`config.mk`:
```
export PLATFORM = sky130hd
export DESIGN_NAME = rsi_init
export DESIGN_NICKNAME = d
export VERILOG_FILES = /design/src/core/rsi_pkg.sv /design/src/core/rsi_init.sv /design/src/core/rsi_sync.sv /design/src/core/rsi_pat_reg.sv
export SDC_FILE = /design/constraint.sdc
export NUM_CORES = 1
export LEC_CHECK = 0
export BUFFER_PORTS_ARGS = -buffer_cell sky130_fd_sc_hd__buf_2
export CAP_MARGIN = 20
export CORE_ASPECT_RATIO = 1.1
export CORE_UTILIZATION = 50
export DETAILED_ROUTE_END_ITERATION = 10
export PLACE_DENSITY = 0.85
export SETUP_SLACK_MARGIN = 0.1
export SLEW_MARGIN = 10
export SYNTH_ARGS = -nofsm -noshare
export SYNTH_HDL_FRONTEND = slang
export SYNTH_HIERARCHICAL = 1
export SYNTH_SLANG_ARGS = --single-unit
```
`constraint.sdc`:
```
create_clock -name pclk -period 2.7 [get_ports pclk]
set_clock_uncertainty 0.2 [all_clocks]
set_input_delay 0 -clock pclk [delete_from_list [all_inputs] [get_ports pclk]]
set_output_delay 0 -clock pclk [all_outputs]
set_load 0.02 [all_outputs]
```
`src/core/rsi_pkg.sv`:
```
/*
  Constants, register map and carrier types of the reset state initializer.
  Assumes one 125 MHz clock domain and an APB master with 12-bit byte addresses.
*/
package rsi_pkg;

  // ****************************************
  // Register indices and byte addresses
  // ****************************************
  localparam logic [9:0]  IDX_STATUS = 10'h003;
  localparam logic [9:0]  IDX_CICTL  = 10'h00b;
  localparam logic [9:0]  IDX_PFLG1  = 10'h00c;
  localparam logic [9:0]  IDX_PFLG2  = 10'h00d;
  localparam logic [9:0]  IDX_RCF    = 10'h08e;
  localparam logic [9:0]  IDX_EVST   = 10'h040;
  localparam logic [9:0]  IDX_EVMSK  = 10'h041;
  localparam logic [9:0]  IDX_PCRD   = 10'h042;
  localparam logic [11:0] ADR_STATUS = {IDX_STATUS, 2'b00};
  localparam logic [11:0] ADR_CICTL  = {IDX_CICTL, 2'b00};
  localparam logic [11:0] ADR_PFLG1  = {IDX_PFLG1, 2'b00};
  localparam logic [11:0] ADR_PFLG2  = {IDX_PFLG2, 2'b00};
  localparam logic [11:0] ADR_RCF    = {IDX_RCF, 2'b00};
  localparam logic [11:0] ADR_EVST   = {IDX_EVST, 2'b00};
  localparam logic [11:0] ADR_EVMSK  = {IDX_EVMSK, 2'b00};
  localparam logic [11:0] ADR_PCRD   = {IDX_PCRD, 2'b00};

  // ****************************************
  // Field positions and values
  // ****************************************
  localparam int          ST_TMO     = 4;
  localparam int          ST_PWD     = 3;
  localparam int          RCF_PWR    = 1;
  localparam int          RCF_BRN    = 0;
  localparam int          IC_GLB_EN  = 7;
  localparam int          PC_W       = 13;
  localparam int          EV_W       = 7;
  localparam logic [7:0]  STATUS_RST = 8'h18;
  localparam logic [1:0]  RCF_RST    = 2'h0;
  localparam logic [12:0] PC_RESET   = 13'h0000;
  localparam logic [12:0] PC_VECTOR  = 13'h0004;

  // Per-category patterns for the interrupt flag registers
  localparam logic [7:0]  IC_POR_MSK = 8'hfe;
  localparam logic [7:0]  IC_POR_VAL = 8'h00;
  localparam logic [7:0]  PF1_MSK    = 8'hff;
  localparam logic [7:0]  PF1_VAL    = 8'h00;
  localparam logic [7:0]  PF2_IMPL   = 8'h01;
  localparam logic [7:0]  PF2_VAL    = 8'h00;

  // ****************************************
  // Carrier types
  // ****************************************
  typedef struct packed {
    logic irq_wake;
    logic wdog_wake;
    logic wdog_rst;
    logic clr_slp;
    logic clr_run;
    logic brn;
    logic por;
  } rsi_evt_t;

  typedef struct packed {
    logic [7:0] cictl;
    logic [7:0] pflg1;
    logic [7:0] pflg2;
  } rsi_wake_t;

endpackage : rsi_pkg

```
`src/core/rsi_init.sv`:
```
/*
  Reset state initializer: decodes reset and wake events, loads the PC,
  core status, reset-cause flags and interrupt flags; APB register slave.
  Assumes core signals on pclk, power and clear pins asynchronous.
*/
`timescale 1ns/1ps
`default_nettype none
module rsi_init (
  input  wire logic              pclk,
  input  wire logic              presetn,
  input  wire logic [11:0]       paddr,
  input  wire logic              psel,
  input  wire logic              penable,
  input  wire logic              pwrite,
  input  wire logic [31:0]       pwdata,
  output logic      [31:0]       prdata,
  output logic                   pready,
  output logic                   pslverr,
  input  wire logic              por_req,
  input  wire logic              brownout_req,
  input  wire logic              external_clear_pin_n,
  input  wire logic              watchdog_expire,
  input  wire logic              wake_irq,
  input  wire logic              core_sleeping,
  input  wire logic              instr_retire,
  input  wire rsi_pkg::rsi_wake_t wake_src,
  input  wire logic [12:0]       pc_in,
  output logic      [12:0]       pc_value,
  output logic                   pc_load,
  output logic      [7:0]        core_status,
  output logic      [7:0]        core_int_ctrl,
  output logic                   irq
);
  import rsi_pkg::*;

  logic            por_s;
  logic            brn_s;
  logic            clr_s_n;
  logic            por_d_reg;
  logic            brn_d_reg;
  logic            clr_d_reg;
  rsi_evt_t        ev;
  logic [7:0]      status_reg;
  logic [1:0]      rcf_reg;
  logic [12:0]     pc_reg;
  logic            vec_pend_reg;
  logic [EV_W-1:0] evst_reg;
  logic [EV_W-1:0] evmsk_reg;
  logic [7:0]      cictl_v;
  logic [7:0]      pflg1_v;
  logic [7:0]      pflg2_v;
  logic            setup;
  logic            wr_acc;
  logic            any_ev;
  logic            cat_por;
  logic            cat_clr;
  logic            cat_wake;
  logic [31:0]     rd_mux;
  logic            hit;

  // ****************************************
  // Pin synchronisation and edge detection
  // ****************************************
  rsi_sync #(.W(3), .RST_VAL(3'b100)) u_sync (
    .pclk    (pclk),
    .presetn (presetn),
    .din     ({external_clear_pin_n, brownout_req, por_req}),
    .dout    ({clr_s_n, brn_s, por_s})
  );

  // Delayed copies of the synchronised levels
  always_ff @(posedge pclk or negedge presetn) begin
    if (!presetn) begin
      por_d_reg <= 1'b0;
      brn_d_reg <= 1'b0;
      clr_d_reg <= 1'b1;
    end else begin
      por_d_reg <= por_s;
      brn_d_reg <= brn_s;
      clr_d_reg <= clr_s_n;
    end
  end

  // ****************************************
  // Event decode
  // ****************************************
  // Priority: a supply fault outranks anything else in flight
  always_comb begin
    ev = '0;
    if (por_s && !por_d_reg) begin
      ev.por = 1'b1;
    end else if (brn_s && !brn_d_reg) begin
      ev.brn = 1'b1;
    end else if (!clr_s_n && clr_d_reg) begin
      ev.clr_slp = core_sleeping;
      ev.clr_run = !core_sleeping;
    end else if (watchdog_expire) begin
      ev.wdog_wake = core_sleeping;
      ev.wdog_rst  = !core_sleeping;
    end else if (wake_irq && core_sleeping) begin
      ev.irq_wake = 1'b1;
    end
  end

  assign any_ev   = |ev;
  assign cat_por  = ev.por | ev.brn;
  assign cat_clr  = ev.clr_run | ev.clr_slp | ev.wdog_rst;
  assign cat_wake = ev.wdog_wake | ev.irq_wake;

  // ****************************************
  // APB slave
  // ****************************************
  assign setup  = psel && !penable;
  assign wr_acc = psel && penable && pwrite && !any_ev;
  // Read data is captured in setup, so access never waits
  assign pready = 1'b1;

  // Address decode with unused bits forced to zero
  always_comb begin
    rd_mux = 32'h0000_0000;
    hit    = 1'b1;
    unique case (paddr)
      ADR_STATUS: rd_mux[7:0]      = status_reg;
      ADR_CICTL:  rd_mux[7:0]      = cictl_v;
      ADR_PFLG1:  rd_mux[7:0]      = pflg1_v;
      ADR_PFLG2:  rd_mux[7:0]      = pflg2_v;
      ADR_RCF:    rd_mux[1:0]      = rcf_reg;
      ADR_EVST:   rd_mux[EV_W-1:0] = evst_reg;
      ADR_EVMSK:  rd_mux[EV_W-1:0] = evmsk_reg;
      ADR_PCRD:   rd_mux[12:0]     = pc_reg;
      default:    hit              = 1'b0;
    endcase
  end

  // Registered read data and error flag
  always_ff @(posedge pclk or negedge presetn) begin
    if (!presetn) begin
      prdata  <= 32'h0000_0000;
      pslverr <= 1'b0;
    end else if (setup) begin
      prdata  <= pwrite ? 32'h0000_0000 : rd_mux;
      pslverr <= !hit;
    end
  end

  // ****************************************
  // Core status register
  // ****************************************
  // Timeout and powerdown are read-only to software
  always_ff @(posedge pclk or negedge presetn) begin
    if (!presetn) begin
      status_reg <= STATUS_RST;
    end else if (cat_por) begin
      status_reg <= {3'b000, 2'b11, status_reg[2:0]};
    end else if (ev.clr_run) begin
      status_reg <= {3'b000, status_reg[4:0]};
    end else if (ev.clr_slp) begin
      status_reg <= {3'b000, 2'b10, status_reg[2:0]};
    end else if (ev.wdog_rst) begin
      status_reg <= {4'b0000, status_reg[3:0]};
    end else if (ev.wdog_wake) begin
      status_reg <= {status_reg[7:5], 2'b00, status_reg[2:0]};
    end else if (ev.irq_wake) begin
      status_reg <= {status_reg[7:5], 2'b10, status_reg[2:0]};
    end else if (wr_acc && paddr == ADR_STATUS) begin
      status_reg <= {pwdata[7:5], status_reg[ST_TMO], status_reg[ST_PWD], pwdata[2:0]};
    end
  end

  // ****************************************
  // Reset-cause flags
  // ****************************************
  // Events beat a same-cycle software write
  always_ff @(posedge pclk or negedge presetn) begin
    if (!presetn) begin
      rcf_reg <= RCF_RST;
    end else if (ev.por) begin
      rcf_reg[RCF_PWR] <= 1'b0;
    end else if (ev.brn) begin
      rcf_reg[RCF_BRN] <= 1'b0;
    end else if (wr_acc && paddr == ADR_RCF) begin
      rcf_reg <= pwdata[1:0];
    end
  end

  // ****************************************
  // Program counter load
  // ****************************************
  // Vector waits for the instruction after the wake
  always_ff @(posedge pclk or negedge presetn) begin
    if (!presetn) begin
      pc_reg       <= PC_RESET;
      pc_load      <= 1'b0;
      vec_pend_reg <= 1'b0;
    end else begin
      pc_load <= 1'b0;
      if (cat_por || cat_clr) begin
        pc_reg       <= PC_RESET;
        pc_load      <= 1'b1;
        vec_pend_reg <= 1'b0;
      end else if (cat_wake) begin
        pc_reg       <= pc_in + 13'h0001;
        pc_load      <= 1'b1;
        vec_pend_reg <= ev.irq_wake && cictl_v[IC_GLB_EN];
      end else if (vec_pend_reg && instr_retire) begin
        pc_reg       <= PC_VECTOR;
        pc_load      <= 1'b1;
        vec_pend_reg <= 1'b0;
      end
    end
  end

  assign pc_value      = pc_reg;
  assign core_status   = status_reg;
  assign core_int_ctrl = cictl_v;

  // ****************************************
  // Interrupt flag registers
  // ****************************************
  rsi_pat_reg #(
    .IMPL(8'hff), .POR_MSK(IC_POR_MSK), .POR_VAL(IC_POR_VAL),
    .CLR_MSK(IC_POR_MSK), .CLR_VAL(IC_POR_VAL)
  ) u_cictl (
    .pclk     (pclk),
    .presetn  (presetn),
    .por_evt  (cat_por),
    .clr_evt  (cat_clr),
    .wake_evt (cat_wake),
    .wake_set (wake_src.cictl),
    .wr_en    (wr_acc && paddr == ADR_CICTL),
    .wr_data  (pwdata[7:0]),
    .value    (cictl_v)
  );

  rsi_pat_reg #(
    .IMPL(8'hff), .POR_MSK(PF1_MSK), .POR_VAL(PF1_VAL),
    .CLR_MSK(PF1_MSK), .CLR_VAL(PF1_VAL)
  ) u_pflg1 (
    .pclk     (pclk),
    .presetn  (presetn),
    .por_evt  (cat_por),
    .clr_evt  (cat_clr),
    .wake_evt (cat_wake),
    .wake_set (wake_src.pflg1),
    .wr_en    (wr_acc && paddr == ADR_PFLG1),
    .wr_data  (pwdata[7:0]),
    .value    (pflg1_v)
  );

  // Only one flag bit is built here; the rest read zero
  rsi_pat_reg #(
    .IMPL(PF2_IMPL), .POR_MSK(PF2_IMPL), .POR_VAL(PF2_VAL),
    .CLR_MSK(PF2_IMPL), .CLR_VAL(PF2_VAL)
  ) u_pflg2 (
    .pclk     (pclk),
    .presetn  (presetn),
    .por_evt  (cat_por),
    .clr_evt  (cat_clr),
    .wake_evt (cat_wake),
    .wake_set (wake_src.pflg2),
    .wr_en    (wr_acc && paddr == ADR_PFLG2),
    .wr_data  (pwdata[7:0]),
    .value    (pflg2_v)
  );

  // ****************************************
  // Event status, mask and interrupt
  // ****************************************
  // Set wins over a write-one clear in the same cycle
  always_ff @(posedge pclk or negedge presetn) begin
    if (!presetn) begin
      evst_reg <= '0;
    end else if (psel && penable && pwrite && paddr == ADR_EVST) begin
      evst_reg <= (evst_reg & ~pwdata[EV_W-1:0]) | ev;
    end else begin
      evst_reg <= evst_reg | ev;
    end
  end

  // Mask register, one enable per event bit
  always_ff @(posedge pclk or negedge presetn) begin
    if (!presetn) begin
      evmsk_reg <= '0;
    end else if (psel && penable && pwrite && paddr == ADR_EVMSK) begin
      evmsk_reg <= pwdata[EV_W-1:0];
    end
  end

  assign irq = |(evst_reg & evmsk_reg);

  // ****************************************
  // Assertions
  // ****************************************
  a_por_status: assert property (@(posedge pclk) disable iff (!presetn)
    ev.por |=> status_reg[7:3] == 5'b00011 && pc_reg == 13'h0000)
    else $error("power-on status or pc wrong");

  a_por_flag: assert property (@(posedge pclk) disable iff (!presetn)
    ev.por |=> rcf_reg[1] == 1'b0 && rcf_reg[0] == $past(rcf_reg[0]))
    else $error("power flag not cleared alone");

  a_clr_bank: assert property (@(posedge pclk) disable iff (!presetn)
    ev.clr_run |=> status_reg[7:5] == 3'b000
      && status_reg[4:0] == $past(status_reg[4:0]) && rcf_reg == $past(rcf_reg))
    else $error("running clear wrong");

  a_clr_sleep: assert property (@(posedge pclk) disable iff (!presetn)
    ev.clr_slp |=> status_reg[7:3] == 5'b00010 && pc_load)
    else $error("sleeping clear wrong");

  a_wdog_reset: assert property (@(posedge pclk) disable iff (!presetn)
    ev.wdog_rst |=> status_reg[7:4] == 4'b0000 && rcf_reg == $past(rcf_reg))
    else $error("watchdog reset wrong");

  a_wake_resume: assert property (@(posedge pclk) disable iff (!presetn)
    cat_wake |=> pc_reg == $past(pc_in) + 13'h0001
      && status_reg[4:3] == ($past(ev.irq_wake) ? 2'b10 : 2'b00))
    else $error("wake resume wrong");

  a_brn_flag: assert property (@(posedge pclk) disable iff (!presetn)
    ev.brn |=> rcf_reg[0] == 1'b0 && rcf_reg[1] == $past(rcf_reg[1]))
    else $error("brownout flag wrong");

  a_vector_load: assert property (@(posedge pclk) disable iff (!presetn)
    vec_pend_reg && instr_retire && !any_ev |=> pc_reg == 13'h0004 && pc_load)
    else $error("vector not loaded");

  a_wake_flags: assert property (@(posedge pclk) disable iff (!presetn)
    cat_wake |=> (pflg1_v & $past(wake_src.pflg1)) == $past(wake_src.pflg1))
    else $error("wake source not recorded");

  a_rsv_zero: assert property (@(posedge pclk) disable iff (!presetn)
    $past(setup && paddr == ADR_RCF) |-> prdata[31:2] == 30'h0)
    else $error("unused bits not zero");

  a_pat_por: assert property (@(posedge pclk) disable iff (!presetn)
    cat_por |=> pflg1_v == 8'h00 && cictl_v[7:1] == 7'h00)
    else $error("flag reset pattern wrong");

endmodule : rsi_init
`default_nettype wire

```
`src/core/rsi_sync.sv`:
```
/*
  Two-flop level synchroniser, one bit per lane.
  Assumes inputs are asynchronous to pclk; RST_VAL is the idle level.
*/
`timescale 1ns/1ps
`default_nettype none
module rsi_sync #(
  parameter int         W       = 1,
  parameter logic [W-1:0] RST_VAL = '0
) (
  input  wire logic         pclk,
  input  wire logic         presetn,
  input  wire logic [W-1:0] din,
  output logic      [W-1:0] dout
);
  logic [W-1:0] meta_reg;

  // ****************************************
  // Synchroniser chain
  // ****************************************
  // First stage feeds only the second stage
  always_ff @(posedge pclk or negedge presetn) begin
    if (!presetn) begin
      meta_reg <= RST_VAL;
      dout     <= RST_VAL;
    end else begin
      meta_reg <= din;
      dout     <= meta_reg;
    end
  end
endmodule : rsi_sync
`default_nettype wire

```
`src/core/rsi_pat_reg.sv`:
```
/*
  One 8-bit register with per-category reset patterns.
  Assumes at most one category pulse per cycle; events beat writes.
*/
`timescale 1ns/1ps
`default_nettype none
module rsi_pat_reg #(
  parameter logic [7:0] IMPL    = 8'hff,
  parameter logic [7:0] POR_MSK = 8'hff,
  parameter logic [7:0] POR_VAL = 8'h00,
  parameter logic [7:0] CLR_MSK = 8'hff,
  parameter logic [7:0] CLR_VAL = 8'h00
) (
  input  wire logic       pclk,
  input  wire logic       presetn,
  input  wire logic       por_evt,
  input  wire logic       clr_evt,
  input  wire logic       wake_evt,
  input  wire logic [7:0] wake_set,
  input  wire logic       wr_en,
  input  wire logic [7:0] wr_data,
  output logic      [7:0] value
);
  // ****************************************
  // Pattern register
  // ****************************************
  // Masked bits load, others hold; x bits load zero
  always_ff @(posedge pclk or negedge presetn) begin
    if (!presetn) begin
      value <= POR_VAL & IMPL;
    end else if (por_evt) begin
      value <= ((value & ~POR_MSK) | (POR_VAL & POR_MSK)) & IMPL;
    end else if (clr_evt) begin
      value <= ((value & ~CLR_MSK) | (CLR_VAL & CLR_MSK)) & IMPL;
    end else if (wake_evt) begin
      value <= (value | wake_set) & IMPL;
    end else if (wr_en) begin
      value <= wr_data & IMPL;
    end
  end
endmodule : rsi_pat_reg
`default_nettype wire

```
==> impl_metrics.csv, run 1 <==
group,metric,value,unit
run_status,status,"complete, no violations",
synthesis,yosys_warnings,6,
pwr,p_leak,2.748,nW
sta,fin_ws,252.8,ps
global_routing,grt_start_max_net_pins,80,
sta,setup_viol,0,
sta,min_period,2447,ps
sta,worst_slew_margin_rel,0.3388,
pwr,p_per_area,449.0,nW/um^2
worst_setup_path,worstPathRequired,2800,ps
synthesis,synth_cell_types,66,
cts,cts-htree-levels,3,
worst_setup_path,worstPathMaxFanout,10,
worst_setup_path,slowest_stage,"dlygate4sd3_1",
finish,layout_commonest_cell,"buf_2",
min_path,min_path_type,"input port to register",
min_path,hold_depth,5,
finish,n_fill_cell,628,
place,dp_hpwl,8926,microns
place,dpl_worst_slack,193.8,ps
route,drtIter0Drc,381,
die,io_pins,158,
synthesis,avgSynthCellArea,10.88,sq um
cts,cts_tree,"done",
finish,seq_area,1983,sq um
finish,utilization,0.6725,
route,viasPerCell,5.834,
route,wl_per_cell,19.25,microns
finish,area_growth_syn_to_layout,28.07,%
sta,worstMarginPinSlew,991.8,ps
global_routing,grt_antenna_before_repair,0,
die,row_count,35,
synthesis,synth_edf_count,0,
synthesis,async_flop_share,1.000,
sta,clock.fmax,0.4086,GHz
worst_setup_path,r2r_slack,250,ps
route,drtPass1Iterations,5,
worst_setup_path,cpLargestDelayFamily,"buffers and inverters",
synthesis,yosysSeqAreaShare,0.4422,
finish,final_cell_mix,"buf_2, dfrtp_1, dlygate4sd3_1",
worst_setup_path,critPathCaptureType,"register",
cts,cts.sinks,79,
global_routing,grt_pass1_wl,20890,microns
synthesis,ys_ff_latch,79,
die,die_h,101.3,microns
sta,slew_violations,0,
cts,clockBufferDepth,2,
finish,fin_cells,692,
worst_setup_path,worst-path-buf-inv,2,
cts,cts-root-buf,"clkbuf_8",
cts,worstSkewPairLatency,360,ps
die,die_w,92.30,microns
sta,setup_tns,0,ps
route,via_count,4037,
die,coreArea,8539,sq um
synthesis,ys.flop_type,"dfrtp_1",
min_path,hold_end,"pslverr",
worst_setup_path,path_class,"register to register",
finish,multi_input_area,2243,sq um
worst_setup_path,r2r-start,"u_sync/dout[2]",
sta,period_share,0.9064,
global_routing,grt_pass1_vias,4095,
route,ant_nets,0,
worst_setup_path,path_cells,"nand2b_2, o2111a_2, nand2_1, a21oi_2, buf_4, o2bb2ai_1, dlygate4sd3_1",
finish,drive_gt1_frac,0.3115,
cts,cts.clk_slew.worst_paths,90,ps
route,drc_errors,0,
die,die_area,9352,sq um
global_routing,grt_use_total,0.2969,
route,postRouteWirelength,13320,microns
finish,antenna_cells,0,
min_path,worstHoldStart,"paddr[6]",
synthesis,netlist_area,4484,sq um
run,cap_violations,0,
worst_setup_path,r2r_end,"pc_value[0]",
cts,post-cts-setup-buffers,0,
sta,hold_viol,0,
worst_setup_path,critPathMaxStageDelay,560,ps
worst_setup_path,r2r_cells,7,
sta,worst_hold_slack,2.928,ps
pwr,ir_drop,0.0002715,V
worst_setup_path,cp.arrival,2550,ps
place,io_buffers,106,
cts,cts_buffers,9,
global_routing,grt_remaining_overflow,0,
place,gp_congestion,0.9714,
synthesis,syn_inst,412,
die,initial_utilization,0.5251,
finish,final_nets,670,
worst_setup_path,worst_setup_path_start_kind,"register",
place,dp.cells,620,
sta,rsz0062_at_grt,"no",
worst min-delay path, cell delays in order:
cell      delay, ps
buf_2           120
nor4_4           60
o211ai_1         90
o211ai_1        110
o21ai_0         150
final cells by class:
| cell class | count | share of cell area |
|---|---|---|
| clock buffers | 9 | 0.02157 |
| inverters | 10 | 0.006536 |
| repair buffers | 171 | 0.2022 |
| flip-flops and latches | 79 | 0.3453 |
| multi-input cells | 305 | 0.3906 |
| clock inverters | 7 | 0.009586 |
| well taps | 111 | 0.02418 |
worst max path at each step:
stage              startpoint                to  slack, ps  cells after the start
2_1_floorplan  u_sync/dout[2]  u_cictl/value[6]        440                      8
3_3_place_gp   u_sync/dout[2]  u_cictl/value[3]        290                      7
3_5_place_dp   u_sync/dout[2]  u_cictl/value[3]        190                      7
4_1_cts        u_sync/dout[2]  u_cictl/value[3]        160                      7
5_1_grt        u_sync/dout[2]  u_cictl/value[3]        140                      7
6_report       u_sync/dout[2]       pc_value[0]        250                      7
what timing repair did:
action	4_1_cts	5_1_grt
hold buffers	56	0
endpoints found under the setup margin	0	5
hold endpoints to repair	147	0
resized for setup	0	2
cell usage after synthesis, drive strengths merged, types with 2 or more instances:
| master | n | area [sq um] |
|---|---|---|
| a211oi | 22 | 180.2 |
| a21o | 2 | 15.01 |
| a21oi | 4 | 23.77 |
| a221oi | 9 | 91.34 |
| a22o | 13 | 113.9 |
| a22oi | 9 | 67.56 |
| and2 | 3 | 18.77 |
| and2b | 6 | 47.55 |
| and3 | 7 | 43.79 |
| buf | 40 | 305.3 |
| clkbuf | 2 | 7.510 |
| conb | 3 | 11.26 |
| dfrtp | 74 | 1852 |
| dfstp | 5 | 131.4 |
| inv | 10 | 37.53 |
| mux2 | 14 | 195.2 |
| mux2i | 25 | 250.2 |
| nand2 | 48 | 195.2 |
| nand2b | 4 | 32.54 |
| nand3 | 12 | 77.58 |
| nand4 | 3 | 18.77 |
| nor2 | 16 | 62.56 |
| nor2b | 3 | 18.77 |
| nor3 | 6 | 52.55 |
| nor3b | 9 | 67.56 |
| nor4 | 2 | 33.78 |
| nor4b | 4 | 80.08 |
| o211ai | 2 | 15.01 |
| o21a | 2 | 15.01 |
| o21ai | 15 | 75.07 |
| o221ai | 2 | 17.52 |
| o22a | 2 | 17.52 |
| o22ai | 4 | 25.02 |
| o2bb2ai | 5 | 43.79 |
| or2 | 2 | 12.51 |
| xnor2 | 7 | 61.31 |
| xor2 | 4 | 35.03 |
cells by family after synthesis:
family / Yosys count / share of synthesized area
other cells: 3 / 0.002511
mux: 39 / 0.09933
buf+inv: 52 / 0.07812
fa+ha+maj: 1 / 0.002790
flops: 79 / 0.4422
simple gates: 129 / 0.1800
xor+xnor: 11 / 0.02148
compound gates: 98 / 0.1735
metrics by stage:
stage               power (mW)  instance area [sq um]
floorplan                1.553                   4574
global placement         1.695                   5001
detailed placement       1.708                   5001
CTS                      2.572                   5741
global route             2.684                   5743
finish                   2.578                   5743
per-layer routing:
| layer | routed length [microns] | GRT usage | part of all wire | vias up |
|---|---|---|---|---|
| li1 | - | - | - | 1788 |
| met1 | 5220 | 0.3669 | 0.39 | 1952 |
| met2 | 6495 | 0.4902 | 0.49 | 239 |
| met3 | 948 | 0.05405 | 0.071 | 58 |
| met4 | 656 | 0.1767 | 0.049 | 0 |
| met5 | 0 | 0 | 0 | - |
power by group:
group / switching [mW] / internal, mW
logic: 0.278 / 0.199
registers: 0.0511 / 1.24
clock network: 0.472 / 0.343
total: 0.801 / 1.78
Power figures use the tool's default switching activity.
==> run 2: changes to the inputs <==
--- a/config.mk
+++ b/config.mk
@@ -7,10 +7,10 @@
 export LEC_CHECK = 0
 export BUFFER_PORTS_ARGS = -buffer_cell sky130_fd_sc_hd__buf_2
 export CAP_MARGIN = 20
-export CORE_ASPECT_RATIO = 1.1
-export CORE_UTILIZATION = 50
+export CORE_ASPECT_RATIO = 1.5
+export CORE_UTILIZATION = 24
 export DETAILED_ROUTE_END_ITERATION = 10
-export PLACE_DENSITY = 0.85
+export PLACE_DENSITY = 0.49
 export SETUP_SLACK_MARGIN = 0.1
 export SLEW_MARGIN = 10
 export SYNTH_ARGS = -nofsm -noshare
==> run 2 against run 1 <==
Register-to-register slack better by 50 ps. Sequential share of layout area is 2.0 points lower. Utilization is 34 points lower. Sequential cell count stayed put. Critical path depth stayed put. Clock-buffer cell count is 1 higher. Global-route usage is 14 points lower. Non-clock buffer count is 5 higher. Worst hold slack better by 4.4 ps. Setup slack better by 51 ps.
==> impl_metrics.csv, run 2 (synthesized netlist as in run 1, its figures left out) <==
group,metric,value,unit
finish,n_fill_cell,1837,
pwr,clkPwrFrac,0.414,
pwr,ir_drop,0.0002140,V
pwr,combinationalPowerShare,0.160,
sta,rsz0062_at_grt,"no",
pwr,p_int,2.188,mW
route,wl_per_cell,17.06,microns
min_path,min_path_type,"input port to register",
finish,area_growth_syn_to_layout,36.10,%
cts,cts.clk_slew.worst_paths,60,ps
die,die_w,113.6,microns
worst_setup_path,worst_setup_path_start_kind,"register",
finish,antenna_cells,0,
global_routing,grt_pass1_vias,3865,
worst_setup_path,worstPathMaxFanout,12,
die,row_count,60,
die,io_pins,158,
pwr,power_switching,838.3,uW
die,die_h,169.4,microns
worst_setup_path,critPathCaptureType,"register",
pwr,p_leak,2.842,nW
sta,setup_tns,0,ps
cts,cts_buffers,9,
global_routing,grt_start_max_net_pins,78,
place,gp_congestion,0.8521,
cts,cts.sinks,79,
global_routing,grt_antenna_before_repair,0,
route,postRouteWirelength,14220,microns
worst_setup_path,path_class,"register to register",
die,coreArea,18090,sq um
sta,setup_viol,0,
finish,final_nets,675,
route,via_count,3808,
global_routing,grt_use_total,0.1526,
route,drtIter0Drc,200,
global_routing,grt_remaining_overflow,0,
cts,clockBufferDepth,2,
pwr,pwr-share-seq,0.426,
pwr,swShare,0.2770,
worst_setup_path,worstPathRequired,2780,ps
route,ant_nets,0,
sta,clock.fmax,0.4173,GHz
sta,worstMarginPinSlew,737.1,ps
die,die_area,19250,sq um
sta,period_share,0.8875,
sta,hold_viol,0,
finish,final_cell_mix,"buf_2, dfrtp_1, dlygate4sd3_1",
place,dp_hpwl,10840,microns
cts,cts_tree,"done",
sta,min_period,2396,ps
cts,cts-root-buf,"clkbuf_16",
finish,drive_gt1_frac,0.3157,
route,drc_errors,0,
cts,worstSkewPairLatency,340,ps
run,cap_violations,0,
sta,slew_violations,0,
route,viasPerCell,4.566,
finish,final_cell_area,6103,sq um
finish,layout_commonest_cell,"buf_2",
place,place_area,5195,sq um
pwr,p_per_area,495.8,nW/um^2
route,drtPass1Iterations,4,
worst_setup_path,cp.arrival,2480,ps
run_status,status,"complete, no violations",
global_routing,grt_pass1_wl,22090,microns
die,initial_utilization,0.2479,
sta,worst_slew_margin_rel,0.5086,
cts,cts-htree-levels,3,
place,io_buffers,106,
## run 2: per-layer routing
| metal | global-route usage | wire (microns) |
|---|---|---|
| met1 | 0.1850 | 5915 |
| met2 | 0.2683 | 7316 |
| met3 | 0.02179 | 610 |
| met4 | 0.06236 | 382 |
| met5 | 0 | 0 |
## run 2: path summary, 6_finish.rpt
kind / start / end / slack [ps] / cells after the start
worst max register to register: u_sync/dout[2] / pc_value[0] / 300 / 7
worst min-delay path: paddr[8] / pslverr / 7 / 5
worst max-delay path: u_sync/dout[2] / pc_value[0] / 300 / 7
min in group asynchronous: presetn / u_pflg1/value[6] / 400 / 3
max in group asynchronous: presetn / u_sync/dout[2] / 1080 / 5
worst min register to register: u_sync/meta_reg[0] / u_sync/dout[0] / 150 / 0
## run 2: critical path: stages, from the launching register on
cell	delay, ps
dfstp_2	520
nand2b_2	180
o2111a_2	300
nand2_1	120
a21oi_2	150
buf_4	210
o2bb2ai_1	120
dlygate4sd3_1	550
## run 2: cell type report
cell class,count,area [sq um],area share
clock buffer,10,239.0,0.03916
sequential,79,1983,0.3249
clock inverter,6,68.82,0.01128
tap,248,310.3,0.05084
multi-input combinational,305,2243,0.3676
timing repair buffer,176,1221,0.2001
inverter,10,37.54,0.006150
## run 2: power by group through the flow
stage          registers [mW]  logic [mW]  clock network [mW]
2_1_floorplan            1.33       0.228                   0
3_3_place_gp             1.31       0.413                   0
3_5_place_dp             1.31       0.418                   0
4_1_cts                  1.29       0.480                1.28
5_1_grt                  1.30       0.527                1.33
6_report                 1.29       0.483                1.25
## run 2: metrics by stage
step | setup WS (ps) | hold WS (ps) | power (mW) | util | instances
CTS | 202.6 | 15.22 | 3.047 | 0.3351 | 832
detailed placement | 261.5 | -90.66 | 1.730 | 0.2871 | 760
global route | 158.2 | 103.5 | 3.150 | 0.3373 | 834
global placement | 349.0 | -91.18 | 1.724 | 0.2871 | 760
finish | 303.9 | 7.335 | 3.026 | 0.3373 | 834
floorplan | 437.0 | -495.6 | 1.553 | - | 436
## run 2: repair_timing
item	in CTS	in global routing
setup buffers	0	0
resized for setup	0	2
hold endpoints to repair	141	14
setup endpoints to repair	0	2
hold buffers	56	1
==> run 3: changes to the inputs <==
--- a/config.mk
+++ b/config.mk
@@ -5,6 +5,7 @@
 export SDC_FILE = /design/constraint.sdc
 export NUM_CORES = 1
 export LEC_CHECK = 0
+export ABC_AREA = 1
 export BUFFER_PORTS_ARGS = -buffer_cell sky130_fd_sc_hd__buf_2
 export CAP_MARGIN = 20
 export CORE_ASPECT_RATIO = 1.5
==> run 3 against run 2 <==
Power grew 4.6%. Sequential power hardly changed. Sequential cell count is the same. First-iteration DRC count grew 17%. Area after synthesis grew 9.3%. Final cell count is 32% higher. Global-route usage rose by 0.20 points. Wire length is 9.9% higher. Non-clock buffer count is the same. Via count is 25% higher. Largest power group is now clock. Register-to-register slack improved by 20 ps. Combinational power grew 6.8%.
==> impl_metrics.csv, run 3 <==
group,metric,value,unit
run,cap_violations,0,
pwr,pwr-share-seq,0.409,
sta,worst_hold_slack,7.392,ps
synthesis,synth_common_cells,"nand2_1, inv_1, dfrtp_1, nand3_1, nor2_1",
die,initial_utilization,0.2468,
cts,clockBufferDepth,2,
global_routing,grt_pass1_wl,24920,microns
die,die_area,21010,sq um
finish,fin_cells,1105,
worst_setup_path,path_class,"register to register",
place,place_area,5652,sq um
cts,cts-root-buf,"clkbuf_16",
worst_setup_path,crit_path_end,"u_cictl/value[0]",
pwr,power_switching,890.9,uW
worst_setup_path,worstPathMaxFanout,12,
synthesis,ys_ff_latch,79,
global_routing,grt_start_max_net_pins,51,
synthesis,synth_cell_types,41,
worst_setup_path,worst_setup_path_start_kind,"register",
worst_setup_path,r2r_cells,11,
pwr,combinationalPowerShare,0.163,
pwr,p_leak,3.562,nW
synthesis,netlist_area,4902,sq um
min_path,min_path_type,"input port to register",
synthesis,async_flop_share,1.000,
finish,final_cell_mix,"nand2_1, buf_2, inv_1",
cts,cts_tree,"done",
worst_setup_path,worstPathRequired,2730,ps
cts,post-cts-setup-buffers,0,
synthesis,yosys_warnings,6,
finish,utilization,0.3331,
route,ant_nets,0,
cts,cts.clk_slew.worst_paths,60,ps
cts,cts-htree-levels,3,
die,row_count,63,
finish,final_cell_area,6616,sq um
synthesis,ys.flop_type,"dfrtp_1",
die,die_h,177.0,microns
worst_setup_path,crit_start,"u_sync/dout[2]",
pwr,p_int,2.274,mW
cts,worstSkewPairLatency,350,ps
cts,cts.sinks,79,
place,dp.cells,1026,
pwr,ir_drop,0.0002332,V
synthesis,synth_edf_count,0,
sta,fin_ws,320.9,ps
route,wl_per_cell,14.15,microns
place,io_buffers,106,
sta,min_period,2379,ps
route,drtPass1Iterations,5,
synthesis,syn_inst,663,
worst_setup_path,cp.arrival,2410,ps
global_routing,grt_use_total,0.1546,
place,gp_congestion,0.8126,
finish,antenna_cells,0,
finish,drive_gt1_frac,0.2391,
sta,worst_slew_margin_rel,0.5993,
sta,clock.fmax,0.4203,GHz
synthesis,yosysTopAreaCellShare,0.3777,
sta,period_share,0.8811,
route,drtIter0Drc,233,
sta,rsz0062_at_grt,"no",
worst_setup_path,r2r_slack,320,ps
finish,area_growth_syn_to_layout,34.97,%
route,via_count,4765,
die,coreArea,19860,sq um
pwr,swShare,0.2815,
route,drc_errors,0,
sta,slew_violations,0,
synthesis,synth_top_area_cell,"dfrtp_1",
sta,setup_viol,0,
synthesis,yosysMostFrequentCell,"nand2_1",
worst_setup_path,r2r-start,"u_sync/dout[2]",
worst_setup_path,r2r_end,"u_cictl/value[0]",
sta,worstMarginPinSlew,594.8,ps
synthesis,synth_area_leaders,"dfrtp_1, nand2_1, nand3_1",
synthesis,yosysSeqAreaShare,0.4045,
cts,cts_buffers,9,
finish,final_nets,934,
sta,setup_tns,0,ps
place,dpl_worst_slack,449.4,ps
global_routing,grt_pass1_vias,4646,
finish,layout_commonest_cell,"nand2_1",
sta,hold_viol,0,
route,viasPerCell,4.312,
run_status,status,"complete, no violations",
worst_setup_path,critPathCaptureType,"register",
pwr,power,3.165,mW
global_routing,grt_antenna_before_repair,0,
pwr,p_per_area,478.4,nW/um^2
place,dp_hpwl,12040,microns
global_routing,grt_remaining_overflow,0,
pwr,clkPwrFrac,0.428,
die,io_pins,158,
route,postRouteWirelength,15640,microns
die,die_w,118.7,microns
synthesis,avgSynthCellArea,7.394,sq um
==> run 3: changes by cell type in the layout (fill, tap and decap cells not counted), moves of 10 or more <==
cell	delta
nand2_1	+172
inv_1	+69
nand3_1	+52
nor2_1	+42
mux2i_1	-25
a211oi_1	-19
a22o_1	-13
inv_2	+12
nor2_4	+11
mux2_4	-10
==> run 3: power groups by stage <==
stage / Sequential, mW / Combinational [mW] / Clock [mW]
6_report: 1.29 / 0.516 / 1.36
5_1_grt: 1.30 / 0.574 / 1.44
4_1_cts: 1.30 / 0.521 / 1.39
3_5_place_dp: 1.32 / 0.453 / 0
3_3_place_gp: 1.32 / 0.451 / 0
2_1_floorplan: 1.34 / 0.261 / 0
==> run 3: cells by family (layout without fill, tap and decap cells) <==
logic type / Yosys count / count (layout) / share of synthesized area
XOR/XNOR: 2 / 2 / 0.003574
adder cells (fa/ha/maj): 1 / 1 / 0.002552
AND/OR/NAND/NOR: 394 / 394 / 0.3831
buffers and inverters: 126 / 284 / 0.1258
other: 3 / 27 / 0.002297
flip-flops: 79 / 79 / 0.4045
AO/OA/AOI/OAI: 58 / 58 / 0.07810
==> run 3: how the worst min path moves through the flow <==
stage | end | startpoint | slack (ps) | cells after the start
after CTS | rcf_reg[0] | paddr[9] | 1 | 6
after floorplan | brn_d_reg | presetn | -500 | 0
after detailed placement | evst_reg[2] | presetn | -230 | 1
after global placement | u_sync/meta_reg[1] | presetn | -230 | 1
after global routing | u_sync/meta_reg[2] | presetn | 40 | 2
final | rcf_reg[1] | paddr[9] | 7 | 6
==> run 3: repair_timing <==
action                                 4_1_cts  5_1_grt
endpoints found under the hold margin      146        0
gates resized for setup                      0        1
hold buffers                                63        0
setup endpoints to repair                    0        1
==> run 3: cell type report <==
cell class                 count  area, sq um
clock buffer                  11        242.7
clock inverter                 5        81.33
fill                        2173        13250
inverter                      92        352.8
multi-input combinational    482         2392
sequential                    79         1983
tap                          260        325.3
timing repair buffer         176         1239
==> run 3: metal layers <==
metal	vias to the layer above	track usage	part of all wire
met5	-	0	0
met1	2223	0.1889	0.43
li1	2386	-	-
met2	138	0.2724	0.51
met3	18	0.02320	0.041
met4	0	0.05802	0.022
==> run 3: worst max-delay path, stage by stage (launching register included) <==
cell and delay (ps):
dfstp_2 530, nor2_1 60, inv_2 120, o2111ai_2 170, inv_2 200, buf_4 200, inv_2 30, nand2_1 50
nand2_1 50, dlygate4sd3_1 550, nand2_1 60, nand2_1 40
